<file path="src/loopback_bist_pkg.sv">
`default_nettype none

package loopback_bist_pkg;

    // functional modes of the channel
    typedef enum logic [1:0] {
        MODE_BASIC = 2'b00,
        MODE_PIPE  = 2'b01,
        MODE_OTHER = 2'b10
    } func_mode_t;

    // loopback paths chosen by configuration
    typedef enum logic [2:0] {
        LPBK_NONE       = 3'b000,
        LPBK_SERIAL     = 3'b001,
        LPBK_PARALLEL   = 3'b010,
        LPBK_REV_SERIAL = 3'b011,
        LPBK_REV_PRECDR = 3'b100,
        LPBK_PIPE_REVP  = 3'b101
    } lpbk_t;

    // pattern choice for generator and verifier
    typedef enum logic {
        PRBS_7  = 1'b0,
        PRBS_10 = 1'b1
    } prbs_t;

    // receive fifo depths in words
    localparam int FIFO_DEPTH_PIPE  = 8;
    localparam int FIFO_DEPTH_OTHER = 4;
    localparam int FIFO_MAX_DEPTH   = 8;
    localparam int FIFO_PTR_W       = 3;

    // lfsr lengths and feedback taps (bit index of x^n is n-1)
    localparam int PRBS_STATE_W = 10;
    localparam int PRBS7_LEN    = 7;
    localparam int PRBS7_TAP_A  = 6;
    localparam int PRBS7_TAP_B  = 5;
    localparam int PRBS10_TAP_A = 9;
    localparam int PRBS10_TAP_B = 6;
    localparam logic [9:0] PRBS_SEED = 10'h3ff;

    // basic mode line rates in Mbps
    localparam logic [12:0] SINGLE_RATE_MIN = 13'd600;
    localparam logic [12:0] SINGLE_RATE_MAX = 13'd3125;
    localparam logic [12:0] DOUBLE_RATE_MIN = 13'd1000;
    localparam logic [12:0] DOUBLE_RATE_MAX = 13'd6375;

    // consecutive good words before the verifier reports lock
    localparam int ALIGN_COUNT = 4;
    localparam int ALIGN_CNT_W = 3;

endpackage : loopback_bist_pkg

`default_nettype wire

</file>
<file path="src/transceiver_loopback_bist.sv">
// Operation
// - rx fifo eight deep in pipe, else four
// - after fifo reset, write every cycle
// - five loopback paths; reverse parallel pipe only
// - serial loopback skips input buffer, never pipe
// - serial loopback enabled per channel at runtime
// - fabric data, or basic-mode internal prbs
// - prbs7 x7+x6+1 and prbs10 x10+x7+1
// - parallel loopback digital only, not retimed
// - parallel loopback basic double width only
// - parallel loopback sends bist, folds after coding
// - verifier compares returned words, flags errors
// - basic rates: single 600-3125, double 1000-6375
`default_nettype none

module transceiver_loopback_bist #(
    parameter int WORD_W = 20
) (
    input  wire logic                  clk,
    input  wire logic                  resetn,
    input  wire logic [1:0]            func_mode,
    input  wire logic                  double_width,
    input  wire logic [12:0]           line_rate_mbps,
    input  wire logic [2:0]            lpbk_sel,
    input  wire logic                  serial_lpbk_en,
    input  wire logic                  bist_en,
    input  wire logic                  prbs_sel,
    input  wire logic                  rx_fifo_rst,
    input  wire logic [WORD_W-1:0]     tx_data,
    input  wire logic [WORD_W-1:0]     line_rx_word,
    output logic      [WORD_W-1:0]     line_tx_word,
    output logic      [WORD_W-1:0]     rx_data,
    output logic                       rx_data_valid,
    output logic                       bist_aligned,
    output logic                       bist_error,
    output logic                       cfg_illegal,
    output logic                       rate_error
);

    // the lfsr window must fit into one word
    if (WORD_W < loopback_bist_pkg::PRBS_STATE_W || WORD_W % 2 != 0) begin
        : g_bad_word_w
        $error("WORD_W must be even and at least 10");
    end

    // one word of prbs, oldest bit in bit 0; returns the word
    function automatic logic [WORD_W-1:0] prbs_word(
        input logic [9:0] seed,
        input logic       sel
    );
        logic [9:0]        s;
        logic              b;
        logic [WORD_W-1:0] w;
        s = seed;
        w = '0;
        for (int i = 0; i < WORD_W; i++) begin
            if (sel == loopback_bist_pkg::PRBS_10) begin
                b = s[loopback_bist_pkg::PRBS10_TAP_A]
                    ^ s[loopback_bist_pkg::PRBS10_TAP_B];
            end else begin
                b = s[loopback_bist_pkg::PRBS7_TAP_A]
                    ^ s[loopback_bist_pkg::PRBS7_TAP_B];
            end
            w[i] = b;
            s = {s[8:0], b};
        end
        return w;
    endfunction

    // lfsr state implied by the last ten bits of a word
    function automatic logic [9:0] word_to_state(
        input logic [WORD_W-1:0] w,
        input logic              sel
    );
        logic [9:0] s;
        for (int i = 0; i < loopback_bist_pkg::PRBS_STATE_W; i++) begin
            s[i] = w[WORD_W-1-i];
        end
        // prbs7 only uses the low seven stages
        if (sel == loopback_bist_pkg::PRBS_7) begin
            s[9:loopback_bist_pkg::PRBS7_LEN] = '0;
        end
        return s;
    endfunction

    // configuration decode
    wire logic is_pipe  = func_mode == loopback_bist_pkg::MODE_PIPE;
    wire logic is_basic = func_mode == loopback_bist_pkg::MODE_BASIC;

    wire logic serial_on = serial_lpbk_en && !is_pipe;

    // parallel only in basic double width
    wire logic par_ok = is_basic && double_width;

    wire logic revp_ok = is_pipe;

    // static path, dropped to none when not allowed
    wire logic sel_par   = lpbk_sel == loopback_bist_pkg::LPBK_PARALLEL;
    wire logic sel_revp  = lpbk_sel == loopback_bist_pkg::LPBK_PIPE_REVP;
    wire logic sel_rser  = lpbk_sel == loopback_bist_pkg::LPBK_REV_SERIAL;
    wire logic sel_rpre  = lpbk_sel == loopback_bist_pkg::LPBK_REV_PRECDR;
    wire logic sel_valid = lpbk_sel <= loopback_bist_pkg::LPBK_PIPE_REVP;
    wire logic sel_ser   = lpbk_sel == loopback_bist_pkg::LPBK_SERIAL;

    // resolved path flags; the enable pin owns serial
    wire logic par_on  = sel_par && par_ok;
    wire logic revp_on = sel_revp && revp_ok;
    wire logic rser_on = sel_rser && !serial_on;
    wire logic rpre_on = sel_rpre && !serial_on;

    // a requested path that this mode cannot give
    wire logic illegal_next = (sel_par && !par_ok) || (sel_revp && !revp_ok)
                              || !sel_valid || sel_ser
                              || (serial_lpbk_en && is_pipe);

    // line rate window per datapath width
    wire logic rate_bad_single = line_rate_mbps
                                 < loopback_bist_pkg::SINGLE_RATE_MIN
                                 || line_rate_mbps
                                 > loopback_bist_pkg::SINGLE_RATE_MAX;
    wire logic rate_bad_double = line_rate_mbps
                                 < loopback_bist_pkg::DOUBLE_RATE_MIN
                                 || line_rate_mbps
                                 > loopback_bist_pkg::DOUBLE_RATE_MAX;
    wire logic rate_bad = is_basic
                          && (double_width ? rate_bad_double
                                           : rate_bad_single);

    // generator drives tx in basic bist with serial loopback on, or parallel
    wire logic gen_on = (bist_en && is_basic && serial_on) || par_on;

    // generator state
    logic [9:0]        gen_state_reg;
    wire logic [WORD_W-1:0] gen_word = prbs_word(gen_state_reg, prbs_sel);
    wire logic [9:0]   gen_state_next = gen_on
                       ? word_to_state(gen_word, prbs_sel)
                       : loopback_bist_pkg::PRBS_SEED;

    // generator advances one word per cycle
    always_ff @(posedge clk or negedge resetn) begin
        if (!resetn) begin
            gen_state_reg <= loopback_bist_pkg::PRBS_SEED;
        end else begin
            gen_state_reg <= gen_state_next;
        end
    end

    // single width leaves the upper half of fabric data unused
    wire logic [WORD_W-1:0] half_mask = double_width ? {WORD_W{1'b1}}
                            : {{(WORD_W/2){1'b0}}, {(WORD_W/2){1'b1}}};

    // pcs transmit word: generator or fabric
    wire logic [WORD_W-1:0] pcs_tx_word = gen_on ? gen_word
                                                 : (tx_data & half_mask);

    // retimed copies stand in for the serdes and the cdr stages
    logic [WORD_W-1:0] ser_loop_reg;
    logic [WORD_W-1:0] cdr_reg;
    logic [WORD_W-1:0] rx_fifo_out_reg;

    always_ff @(posedge clk or negedge resetn) begin
        if (!resetn) begin
            ser_loop_reg <= '0;
            cdr_reg      <= '0;
        end else begin
            ser_loop_reg <= pcs_tx_word;
            cdr_reg      <= line_rx_word;
        end
    end

    // serial fold passes serializer and deserializer
    // parallel fold is taken unretimed at pcs end
    wire logic [WORD_W-1:0] rx_src_word = par_on    ? pcs_tx_word
                                        : serial_on ? ser_loop_reg
                                        : line_rx_word;

    // reverse paths drive the line from the receive side
    // pre-cdr skips the recovery retime stage
    wire logic [WORD_W-1:0] tx_line_next = revp_on ? rx_fifo_out_reg
                                         : rser_on ? cdr_reg
                                         : rpre_on ? line_rx_word
                                         : pcs_tx_word;

    always_ff @(posedge clk or negedge resetn) begin
        if (!resetn) begin
            line_tx_word <= '0;
            cfg_illegal  <= 1'b0;
            rate_error   <= 1'b0;
        end else begin
            line_tx_word <= tx_line_next;
            cfg_illegal  <= illegal_next;
            rate_error   <= rate_bad;
        end
    end

    // verifier: self-synchronising, seeds from the previous word
    localparam int ALIGN_W = loopback_bist_pkg::ALIGN_CNT_W;
    logic [WORD_W-1:0]  chk_prev_reg;
    logic [ALIGN_W-1:0] chk_cnt_reg;
    localparam logic [ALIGN_W-1:0] ALIGN_LAST =
        ALIGN_W'(loopback_bist_pkg::ALIGN_COUNT);

    // expected word from the last received word
    wire logic [WORD_W-1:0] chk_expect =
        prbs_word(word_to_state(chk_prev_reg, prbs_sel), prbs_sel);
    wire logic chk_match = chk_expect == rx_src_word;
    wire logic chk_locked = chk_cnt_reg == ALIGN_LAST;

    // count good words until lock, reset on a miss before lock, hold on a miss after it
    wire logic [ALIGN_W-1:0] chk_cnt_next =
        !gen_on                 ? '0
        : !chk_match            ? (chk_locked ? chk_cnt_reg : '0)
        : chk_locked            ? chk_cnt_reg
        : chk_cnt_reg + ALIGN_W'(1);

    // mismatch after lock is a bit error
    wire logic err_next = gen_on && chk_locked && !chk_match;

    always_ff @(posedge clk or negedge resetn) begin
        if (!resetn) begin
            chk_prev_reg <= '0;
            chk_cnt_reg  <= '0;
            bist_aligned <= 1'b0;
            bist_error   <= 1'b0;
        end else begin
            chk_prev_reg <= rx_src_word;
            chk_cnt_reg  <= chk_cnt_next;
            bist_aligned <= chk_cnt_next == ALIGN_LAST;
            bist_error   <= err_next;
        end
    end

    // receive phase-compensation fifo
    logic [WORD_W-1:0] fifo_mem [loopback_bist_pkg::FIFO_MAX_DEPTH];
    logic [loopback_bist_pkg::FIFO_PTR_W-1:0] wr_ptr_reg;
    logic [loopback_bist_pkg::FIFO_PTR_W-1:0] rd_ptr_reg;
    logic                                     rd_run_reg;
    localparam int PW = loopback_bist_pkg::FIFO_PTR_W;

    wire logic [PW-1:0] last_ptr = is_pipe
        ? PW'(loopback_bist_pkg::FIFO_DEPTH_PIPE - 1)
        : PW'(loopback_bist_pkg::FIFO_DEPTH_OTHER - 1);
    wire logic [PW-1:0] half_ptr = is_pipe
        ? PW'(loopback_bist_pkg::FIFO_DEPTH_PIPE / 2)
        : PW'(loopback_bist_pkg::FIFO_DEPTH_OTHER / 2);

    // write pointer steps every cycle once out of reset
    wire logic [PW-1:0] wr_ptr_next = rx_fifo_rst ? '0
        : (wr_ptr_reg == last_ptr) ? '0 : wr_ptr_reg + PW'(1);

    // reading starts half a fifo behind to absorb phase drift;
    // this spacing only holds if the clocks stay locked
    wire logic rd_start = !rd_run_reg && (wr_ptr_reg == half_ptr);
    wire logic rd_go    = rd_run_reg || rd_start;
    wire logic [PW-1:0] rd_ptr_next = rx_fifo_rst ? '0
        : !rd_go ? rd_ptr_reg
        : (rd_ptr_reg == last_ptr) ? '0 : rd_ptr_reg + PW'(1);

    // storage written on every parallel clock outside fifo reset
    always_ff @(posedge clk) begin
        if (!rx_fifo_rst) begin
            fifo_mem[wr_ptr_reg] <= rx_src_word;
        end
    end

    // pointer and read-side registers
    always_ff @(posedge clk or negedge resetn) begin
        if (!resetn) begin
            wr_ptr_reg      <= '0;
            rd_ptr_reg      <= '0;
            rd_run_reg      <= 1'b0;
            rx_fifo_out_reg <= '0;
            rx_data         <= '0;
            rx_data_valid   <= 1'b0;
        end else begin
            wr_ptr_reg    <= wr_ptr_next;
            rd_ptr_reg    <= rd_ptr_next;
            rd_run_reg    <= rd_go && !rx_fifo_rst;
            rx_data_valid <= rd_go && !rx_fifo_rst;
            if (rd_go && !rx_fifo_rst) begin
                rx_fifo_out_reg <= fifo_mem[rd_ptr_reg];
                rx_data         <= fifo_mem[rd_ptr_reg];
            end
        end
    end

endmodule : transceiver_loopback_bist

`default_nettype wire

</file>
<file path="config.mk">
export PLATFORM = sky130hd
export DESIGN_NAME = transceiver_loopback_bist
export DESIGN_NICKNAME = d
export VERILOG_FILES = /design/src/loopback_bist_pkg.sv /design/src/transceiver_loopback_bist.sv
export SDC_FILE = /design/constraint.sdc
export NUM_CORES = 1
export LEC_CHECK = 0
export BUFFER_PORTS_ARGS = -buffer_cell sky130_fd_sc_hd__buf_2
export CORE_AREA = 2 2 143 145
export CTS_BUF_LIST = sky130_fd_sc_hd__clkbuf_16
export CTS_CLUSTER_SIZE = 12
export DETAILED_ROUTE_END_ITERATION = 8
export DIE_AREA = 0 0 145 147
export PLACE_DENSITY = 0.89
export SKIP_CTS_REPAIR_TIMING = 1
export SYNTH_ARGS = -nofsm -noshare
export SYNTH_HDL_FRONTEND = slang
export SYNTH_SLANG_ARGS = --single-unit
</file>
<file path="constraint.sdc">
create_clock -name clk -period 6.05 [get_ports clk]
set_input_delay 1.21 -clock clk [delete_from_list [all_inputs] [get_ports clk]]
set_output_delay 1.21 -clock clk [all_outputs]
set_load 0.01 [all_outputs]
</file>
== Word level (Yosys, flattened, before mapping) ==
Memories as Yosys holds them, arrays and structs flattened. A register that Yosys moved wholly into a read port is not among the register bits.
Cells that the tools add are included.
Cells by class
  add/subtract/negate cells: 3
  order comparisons: 5
  eq/ne operators: 12
  multiplexer cells: 63
  bitwise operators: 81
  reductions and logical operators: 34
Operators by type and width (count)
  $mux 20: 7
  $xor 1x1->1: 80
  $mux 1: 42
  $mux 3: 13
  $lt 13x10->1 const B: 2
  $and 20x20->20: 1
  $eq 20x20->1: 1
  $logic_and 1x1->1: 16
  $gt 13x12->1 const B: 1
  $gt 13x13->1 const B: 1
  $eq 3x3->1 const B: 4
  $mux 10: 1
  $add 3x1->3 const B: 3
  $eq 3x3->1: 3
  $logic_not 1->1: 8
  $logic_or 1x1->1: 8
  $eq 3x2->1 const B: 2
  $eq 3x1->1 const B: 1
  $le 3x3->1 const B: 1
  $eq 2x1->1 const B: 1
  $logic_not 2->1: 1
  $reduce_bool 2->1: 1
Word-level totals
  register bits after elaboration: 104
  RAM bits: 160
  input bits: 65
  output and inout bits: 45
  word-level logic and storage cells: 212
  memories kept: 1
Memories
  fifo_mem: depth 8, bits a word 20, read ports 1, clocked after memory_dff 1, wr ports 1, RTL line transceiver_loopback_bist.sv:234  | logic [WORD_W-1:0] fifo_mem [loopback_bist_pkg::FIFO_MAX_DEPTH];

== Logic depth before layout (Yosys ltp) ==
Gate-level depths: netlist (run 1).
  depth in word-level cells: 14
  gate-level depth with buffers: 12
  depth with buffers taken out: 9

== Worst setup path before layout (run 1) ==
No wires, ideal clock.
  kind: input to register
  start: input rx_fifo_rst
  end: memory fifo_mem[0][0] (enable)
  library setup time: 448 ps
  arrival time: 3451 ps
  data required time: 5602 ps
  setup slack: 2151 ps
  stages on the path: 2
  buffers on the path: 1
  path through: clkbuf_1 nor4_1
Between the ends
  cells in the longest elaborated chain, start to end: 1
Ends and longest elaborated chain
  start, declared: RTL line transceiver_loopback_bist.sv:28  | input wire logic rx_fifo_rst,
  $mux 1 (not written as such): RTL line transceiver_loopback_bist.sv:262  | fifo_mem[wr_ptr_reg] <= rx_src_word;
  end, declared: RTL line transceiver_loopback_bist.sv:234
No other way between the ends.

== Final worst setup path (run 1) ==
  start: input prbs_sel
  end: register bist_aligned
Between the ends
  cells in the longest elaborated chain, start to end: 13
  elaborated cells between the ends (all ways): 104
  classes of those cells: eq/ne (2); mux (45); bitwise (57)
Ends and longest elaborated chain
  start, declared: RTL line transceiver_loopback_bist.sv:27  | input wire logic prbs_sel,
  $mux 1: RTL line transceiver_loopback_bist.sv:57  | if (sel == loopback_bist_pkg::PRBS_10) begin
  $xor 1x1->1: RTL line transceiver_loopback_bist.sv:62  | ^ s[loopback_bist_pkg::PRBS7_TAP_B];
  $mux 1: RTL line transceiver_loopback_bist.sv:57
  $xor 1x1->1: RTL line transceiver_loopback_bist.sv:62
  $mux 1: RTL line transceiver_loopback_bist.sv:57
  $xor 1x1->1: RTL line transceiver_loopback_bist.sv:62
  $mux 1 (*): RTL line transceiver_loopback_bist.sv:57
  $mux 20 (*): RTL line transceiver_loopback_bist.sv:153  | wire logic [WORD_W-1:0] pcs_tx_word = gen_on ? gen_word
  $mux 20 (*): RTL line transceiver_loopback_bist.sv:173  | wire logic [WORD_W-1:0] rx_src_word = par_on ? pcs_tx_word
  named net rx_src_word[18]: RTL line transceiver_loopback_bist.sv:173
  $eq 20x20->1 (*): RTL line transceiver_loopback_bist.sv:206  | wire logic chk_match = chk_expect == rx_src_word;
  $mux 3 (*): RTL line transceiver_loopback_bist.sv:212  | : !chk_match ? (chk_locked ? chk_cnt_reg : '0)
  $mux 3 (*): RTL line transceiver_loopback_bist.sv:211  | !gen_on ? '0
  $eq 3x3->1 (*): RTL line transceiver_loopback_bist.sv:228  | bist_aligned <= chk_cnt_next == ALIGN_LAST;
  end signal, assigned: RTL line transceiver_loopback_bist.sv:223  | bist_aligned <= 1'b0;
  end signal, assigned: RTL line transceiver_loopback_bist.sv:228
  end, declared: RTL line transceiver_loopback_bist.sv:34  | output logic bist_aligned,
The timed path passes the listed nets; every way through them passes the cells marked *.
A chain may end at the register's enable or synchronous reset.

==> results.sh, run 1 <==
export IMPL_post_route_drc_count=0
export IMPL_port_buffer_count=108
export IMPL_synth_edf_count=160
export IMPL_slew_viol_final=0
export IMPL_cp_max_fo=29
export IMPL_fin_nets=1100
export IMPL_seq_area_frac_synth_pct=61.4
export IMPL_worstPathRequired_ps=6510
export IMPL_synth_avg_cell_area_um2=13.4
export IMPL_initialDrtViolationCount=978
export IMPL_nFillCells=1271
export IMPL_clk_pin_slew_worst_paths_ps=60
export IMPL_synth_area_top_cells="edfxtp_1 38%, dfrtp_1 21%, mux4_2 7.2%, mux2i_1 5.4%, a21oi_1 4.1%"
export IMPL_routabilityCongestion=0.905
export IMPL_largest_register_ffs=160
export IMPL_cts_buffers=29
export IMPL_multi_input_area_mm2=0.00449
export IMPL_rsz0062_at_grt="false"
export IMPL_yosys_area_top_type="edfxtp_1"
export IMPL_synth_main_ff_cell="edfxtp_1"
export IMPL_clk_latency_ps=550
export IMPL_netlist_top_cells_count="160 x edfxtp_1, 104 x dfrtp_1, 103 x a21oi_1"
export IMPL_layout_area_seq_mm2=0.00767
export IMPL_cts_sinks=274
export IMPL_grt_max_degree=68
export IMPL_io_pins=110
export IMPL_clock_skew_ps=11.6
export IMPL_crit_family="simple AND/OR/NAND/NOR gates"
export IMPL_worst_slack_ps=1810
export IMPL_die_h_um=147
export IMPL_regMostFlops="fifo_mem"
export IMPL_setup_viol=0
export IMPL_r2r_start="gen_state_reg[0]"
export IMPL_final_cell_count_no_fill=1324
export IMPL_grt_pass1_wl_um=48500
export IMPL_dieWidth_um=145
export IMPL_synth_warning_count=0
export IMPL_synth_fp_nets=1005
export IMPL_worst_slew_pin_transition_ps=1290
export IMPL_status="finished clean"
export IMPL_cp_buffers_inverters=1
export IMPL_wirelength_um=31200
export IMPL_synth_top_cell_area_share_pct=38.4
export IMPL_leakagePower_uw=0.00551
export IMPL_yosysMostFrequentCell="edfxtp_1"
export IMPL_routedWlPerCell_um=23.6
export IMPL_syn_area_mm2=0.0125
export IMPL_startpoint="prbs_sel"
export IMPL_criticalPathCategory="primary input to flop"
export IMPL_cts_tree="done"
export IMPL_fmax_mhz=236
export IMPL_via_per_inst=6.34
export IMPL_syn_to_final_growth_pct=12.8
export IMPL_grt_usage_pct=29.8
export IMPL_holdCritStartpoint="rx_data[9]"
export IMPL_antenna_found_initial=0
export IMPL_slew_headroom_pct=13.8
export IMPL_worstSetupPathDepth=10
export IMPL_vias=8399
export IMPL_r2r_end="bist_aligned"
export IMPL_crit_chain="buf_2 -> mux2i_1 -> xnor2_1 -> xnor2_1 -> a21oi_1 -> xnor2_1 -> nand4_1 -> nor4_2 -> and2_4 -> mux2i_1"
export IMPL_setup_total_negative_slack_ps=0
export IMPL_dieArea_mm2=0.0213
export IMPL_endpoint="bist_aligned"
export IMPL_dp_final_hpwl_um=20000
export IMPL_ir_drop_mv=0.219
export IMPL_cts_htree_levels=1
export IMPL_cp_arrival_ps=4710
export IMPL_core_mm2=0.0198
export IMPL_post_route_util_pct=71.1
export IMPL_synth_ff_latch_count=274
export IMPL_hold_path_class="flop to flop"
export IMPL_synth_cells=935
export IMPL_root_buffer="clkbuf_16"
export IMPL_initial_core_util_pct=63.0
export IMPL_cp_start_kind="primary input"
export IMPL_cpMostUsedCell="xnor2_1"
export IMPL_period_needed_ps=4240
export IMPL_cap_violations=0
export IMPL_reg2reg_depth=9
export IMPL_grt_overflow=0
export IMPL_first_pass_iters=5
export IMPL_post_place_ws_ps=1410
export IMPL_postRouteAntennaNets=0
export IMPL_synth_async_sr_flop_share_pct=41.6
export IMPL_rows=52
export IMPL_powerDensity_mw_per_mm2=328
export IMPL_dp_cells=1269
export IMPL_hold_violations=0
export IMPL_period_share_pct=70.1
export IMPL_clockBufferDepth=3
export IMPL_holdWs_ps=536
export IMPL_synth_distinct_cells=65
export IMPL_cpPeakStageDelay_ps=690
export IMPL_r2r_slack_ps=2470
export IMPL_endpoint_kind="flop"
export IMPL_drive_gt1_share_pct=22.6
export IMPL_grt_pass1_vias=8570
export IMPL_cp_slowest_cell="a21oi_1"
-- through the flow --
step                      power, uW  instance area, um^2
after global routing           4790                14100
after global placement         2990                13200
after detailed placement       3030                13200
final                          4630                14100
after CTS                      4630                14100
after floorplan                2750                12500
-- kinds of logic after synthesis --
group	Yosys count	synth area share, %
XOR/XNOR	83	6.27
buffers and inverters	74	2.89
AND/OR/NAND/NOR	226	8.37
adder cells (fa/ha/maj)	5	0.501
flip-flops	274	61.4
multiplexers	110	13.0
AO/OA/AOI/OAI	163	7.63
-- worst min-delay path by stage --
stage	slack (ps)	cells after the start	endpoint
CTS	530	2	line_tx_word[9]
floorplan	500	2	line_tx_word[6]
global placement	500	2	line_tx_word[7]
detailed placement	510	2	line_tx_word[9]
finish	540	2	line_tx_word[9]
global route	590	2	line_tx_word[18]
-- worst register-to-register path, cell delays in order, from the launching register on --
cell and delay, ps:
dfstp_2 640, mux2i_1 130, xnor2_1 470, xnor2_1 220, a21oi_1 690, xnor2_1 220, nand4_1 130, nor4_2 530
and2_4 260, mux2i_1 220
-- power breakdown --
part / internal [uW] / switching (uW) / leakage [uW] / total (uW)
Combinational: 318 / 449 / 0.00222 / 767
Clock: 907 / 708 / 0.000469 / 1620
Sequential: 2140 / 108 / 0.00282 / 2250
Total: 3360 / 1270 / 0.00551 / 4630
-- layer usage --
metal	part of all wire [%]	global-route usage [%]
met1	38	39.0
met2	49	49.2
met4	4.7	14.7
met5	0	0
met3	8.8	5.03
-- area by class of cell --
type                       instances  share of cell area, %
sequential                       274                   54.4
antenna                            1                 0.0177
tap                              270                   2.40
inverter                           9                  0.240
multi-input combinational        587                   31.9
timing repair buffer             129                   4.97
clock inverter                    25                  0.958
clock buffer                      29                   5.15
-- cell usage in the layout, fill, tap and decap left out, drive strengths merged, types with 2 or more instances in the layout --
cell / instances
dfstp: 10
nor3: 10
nand2b: 7
edfxtp: 160
clkinv: 8
o21a: 2
o21ai: 22
nand3: 19
xor2: 28
buf: 129
o211ai: 2
nor2b: 10
a21oi: 104
and3: 13
nor4: 4
mux4: 40
ha: 5
nand4: 4
a211oi: 15
a2111oi: 2
nand2: 50
or3: 2
a21o: 3
and2: 5
inv: 25
a311oi: 5
dfrtp: 104
clkbuf: 29
nor2: 95
mux2i: 69
xnor2: 55
No activity file was read; power rests on OpenSTA's default activity.
==> run 2, diff against run 1 <==
--- a/config.mk
+++ b/config.mk
@@ -5,13 +5,14 @@
 export SDC_FILE = /design/constraint.sdc
 export NUM_CORES = 1
 export LEC_CHECK = 0
+export ABC_AREA = 1
 export BUFFER_PORTS_ARGS = -buffer_cell sky130_fd_sc_hd__buf_2
-export CORE_AREA = 2 2 143 145
+export CORE_AREA = 2 2 151 153
 export CTS_BUF_LIST = sky130_fd_sc_hd__clkbuf_16
 export CTS_CLUSTER_SIZE = 12
 export DETAILED_ROUTE_END_ITERATION = 8
-export DIE_AREA = 0 0 145 147
-export PLACE_DENSITY = 0.89
+export DIE_AREA = 0 0 153 155
+export PLACE_DENSITY = 0.84
 export SKIP_CTS_REPAIR_TIMING = 1
 export SYNTH_ARGS = -nofsm -noshare
 export SYNTH_HDL_FRONTEND = slang
==> constraint.sdc (replaced) <==
create_clock -name clk -period 4.1 [get_ports clk]
set_input_delay 0.82 -clock clk [delete_from_list [all_inputs] [get_ports clk]]
set_output_delay 0.82 -clock clk [all_outputs]
set_load 0.01 [all_outputs]
==> results.sh, run 2 <==
export IMPL_status="finished clean"
export IMPL_dp_cells=1764
export IMPL_crit_family="simple AND/OR/NAND/NOR gates"
export IMPL_cpPeakStageDelay_ps=330
export IMPL_power_frac_seq_pct=47.7
export IMPL_dp_final_hpwl_um=23700
export IMPL_leakagePower_uw=0.00644
export IMPL_initial_core_util_pct=59.0
export IMPL_synth_top_cell_area_share_pct=36.6
export IMPL_dieArea_mm2=0.0237
export IMPL_post_dp_cell_area_mm2=0.0140
export IMPL_holdCritStartpoint="line_rx_word[11]"
export IMPL_wirelength_um=35500
export IMPL_ir_drop_mv=0.259
export IMPL_via_per_inst=5.97
export IMPL_endpoint_kind="flop"
export IMPL_largest_register_ffs=160
export IMPL_io_pins=110
export IMPL_r2r_start="gen_state_reg[5]"
export IMPL_yosysMostFrequentCell="nand2_1"
export IMPL_p_sw_uw=2170
export IMPL_clkPwrFrac_pct=31.0
export IMPL_synth_warning_count=0
export IMPL_initialDrtViolationCount=1163
export IMPL_clk_pin_slew_worst_paths_ps=60
export IMPL_worstPathRequired_ps=4540
export IMPL_seq_area_frac_synth_pct=58.5
export IMPL_cp_max_fo=21
export IMPL_cts_sinks=274
export IMPL_final_cell_area_mm2=0.0148
export IMPL_netlist_top_cells_count="345 x nand2_1, 160 x edfxtp_1, 145 x nor2_1"
export IMPL_final_common_cell="nand2_1"
export IMPL_r2r_end="bist_aligned"
export IMPL_synth_async_sr_flop_share_pct=41.6
export IMPL_whs_path_depth=1
export IMPL_synth_ff_latch_count=274
export IMPL_synth_cells=1411
export IMPL_clockBufferDepth=3
export IMPL_crit_chain="buf_2 -> nor2_2 -> nand2_1 -> nor2_2 -> inv_2 -> nand2_2 -> inv_1 -> buf_4 -> nand2_1 -> nand2_2 -> inv_2 -> nand2_2 -> nand2_2 -> nand2_1 -> nand2_1 -> nand3_1 -> nor2_4 -> a21oi_1 -> nor2_2 -> nor2_2"
export IMPL_synth_edf_count=160
export IMPL_synth_main_ff_cell="edfxtp_1"
export IMPL_clk_latency_ps=550
export IMPL_period_share_pct=76.5
export IMPL_hold_path_class="primary input to flop"
export IMPL_vias=10800
export IMPL_powerDensity_mw_per_mm2=475
export IMPL_synth_distinct_cells=45
export IMPL_cts_htree_levels=1
export IMPL_grt_pass1_wl_um=55700
export IMPL_fmax_mhz=319
export IMPL_cp_buffers_inverters=5
export IMPL_setup_total_negative_slack_ps=0
export IMPL_cts_buffers=27
export IMPL_post_route_util_pct=66.4
export IMPL_port_buffer_count=108
export IMPL_cp_slowest_cell="inv_1"
export IMPL_postRouteAntennaNets=0
export IMPL_synth_avg_cell_area_um2=9.29
export IMPL_dieWidth_um=153
export IMPL_worst_slew_pin_transition_ps=1100
export IMPL_nFillCells=1683
export IMPL_root_buffer="clkbuf_16"
export IMPL_hold_end="cdr_reg[11]"
export IMPL_grt_max_degree=82
export IMPL_slew_viol_final=0
export IMPL_post_route_drc_count=0
export IMPL_core_mm2=0.0222
export IMPL_grt_pass1_vias=10200
export IMPL_criticalPathCategory="primary input to flop"
export IMPL_cap_violations=0
export IMPL_worstSetupPathDepth=20
export IMPL_rsz0062_at_grt="false"
export IMPL_final_cell_mix="345 x nand2_1, 160 x edfxtp_1, 138 x nand3_1"
export IMPL_die_h_um=155
export IMPL_syn_to_final_growth_pct=12.5
export IMPL_syn_area_mm2=0.0131
export IMPL_routabilityCongestion=0.951
export IMPL_hold_violations=0
export IMPL_cp_arrival_ps=3580
export IMPL_antenna_found_initial=0
export IMPL_setup_viol=0
export IMPL_grt_overflow=0
export IMPL_routedWlPerCell_um=19.6
export IMPL_cp_start_kind="primary input"
export IMPL_internal_power_uw=4840
export IMPL_antenna_cells=0
export IMPL_slew_headroom_pct=26.7
export IMPL_synth_area_top_cells="edfxtp_1 37%, dfrtp_1 20%, nand2_1 9.9%, nand3_1 5.3%, o21ai_0 4.5%"
export IMPL_reg2reg_depth=17
export IMPL_synth_fp_nets=1481
export IMPL_swShare_pct=31.0
export IMPL_grt_usage_pct=30.0
export IMPL_period_needed_ps=3140
export IMPL_clock_skew_ps=16.3
export IMPL_rows=55
export IMPL_regMostFlops="fifo_mem"
export IMPL_p_comb_share_pct=21.3
export IMPL_final_cell_count_no_fill=1813
export IMPL_p_total_uw=7010
export IMPL_r2r_slack_ps=1140
export IMPL_first_pass_iters=6
export IMPL_fin_nets=1578
export IMPL_cts_tree="done"
export IMPL_drive_gt1_share_pct=18.3
export IMPL_yosys_area_top_type="edfxtp_1"
-- run 2: layout make-up --
| type | instances | area [um^2] | area share, % |
|---|---|---|---|
| flip-flops and latches | 274 | 7670 | 52.0 |
| multi-input cells | 970 | 4770 | 32.3 |
| repair buffers | 138 | 818 | 5.55 |
| clock buffers | 27 | 676 | 4.58 |
| inverters | 97 | 365 | 2.48 |
| well taps | 285 | 357 | 2.42 |
| clock inverters | 22 | 98.8 | 0.670 |
-- run 2: power by group through the flow --
stage / Clock (uW) / Combinational, uW / Sequential, uW
2_1_floorplan: 0 / 945 / 3360
5_1_grt: 2290 / 1650 / 3350
3_5_place_dp: 0 / 1460 / 3390
3_3_place_gp: 0 / 1420 / 3390
4_1_cts: 2190 / 1470 / 3340
6_report: 2170 / 1500 / 3340
-- run 2: stage by stage --
step	worst slack, ps	hold slack [ps]
6_report	962	399
3_5_place_dp	459	499
3_3_place_gp	502	488
5_1_grt	669	394
2_1_floorplan	1260	457
4_1_cts	994	396
-- run 2: worst max path at each step --
| stage | to | startpoint | slack (ps) |
|---|---|---|---|
| 2_1_floorplan | bist_aligned | double_width | 1260 |
| 3_3_place_gp | bist_aligned | func_mode[0] | 500 |
| 3_5_place_dp | bist_aligned | func_mode[0] | 460 |
| 4_1_cts | bist_aligned | func_mode[0] | 990 |
| 5_1_grt | bist_aligned | prbs_sel | 670 |
| 6_report | bist_aligned | func_mode[0] | 960 |
-- run 2: worst register-to-register path, stage by stage (launching register included) --
cell     delay (ps)
dfstp_2         580
inv_1            90
nand2_1         110
nand3_2         110
nand2_2         150
inv_2            80
nand3_2         120
nand3_1         110
nand3_1         140
nand3_2         140
nand3_1         110
nand2_1         230
nand3_1         150
nand3_1         130
nor2_4          240
a21oi_1         140
nor2_2          160
nor2_2           60
-- run 2: cells by family (layout without fill, tap and decap cells) --
family / Yosys count / after routing / share of synthesized area (%)
XOR/XNOR: 10 / 10 / 0.897
AND/OR/NAND/NOR: 706 / 706 / 23.7
buffers and inverters: 167 / 284 / 5.39
adder cells (fa/ha/maj): 5 / 5 / 0.477
flip-flops: 274 / 274 / 58.5
AO/OA/AOI/OAI: 249 / 249 / 11.0
-- run 2: metal layers --
layer,vias to the layer above,GRT usage [%],wire [um]
met5,-,0,0
met3,84,4.48,3320
li1,5015,-,-
met2,563,48.1,16500
met4,0,10.2,1060
met1,5162,42.6,14600
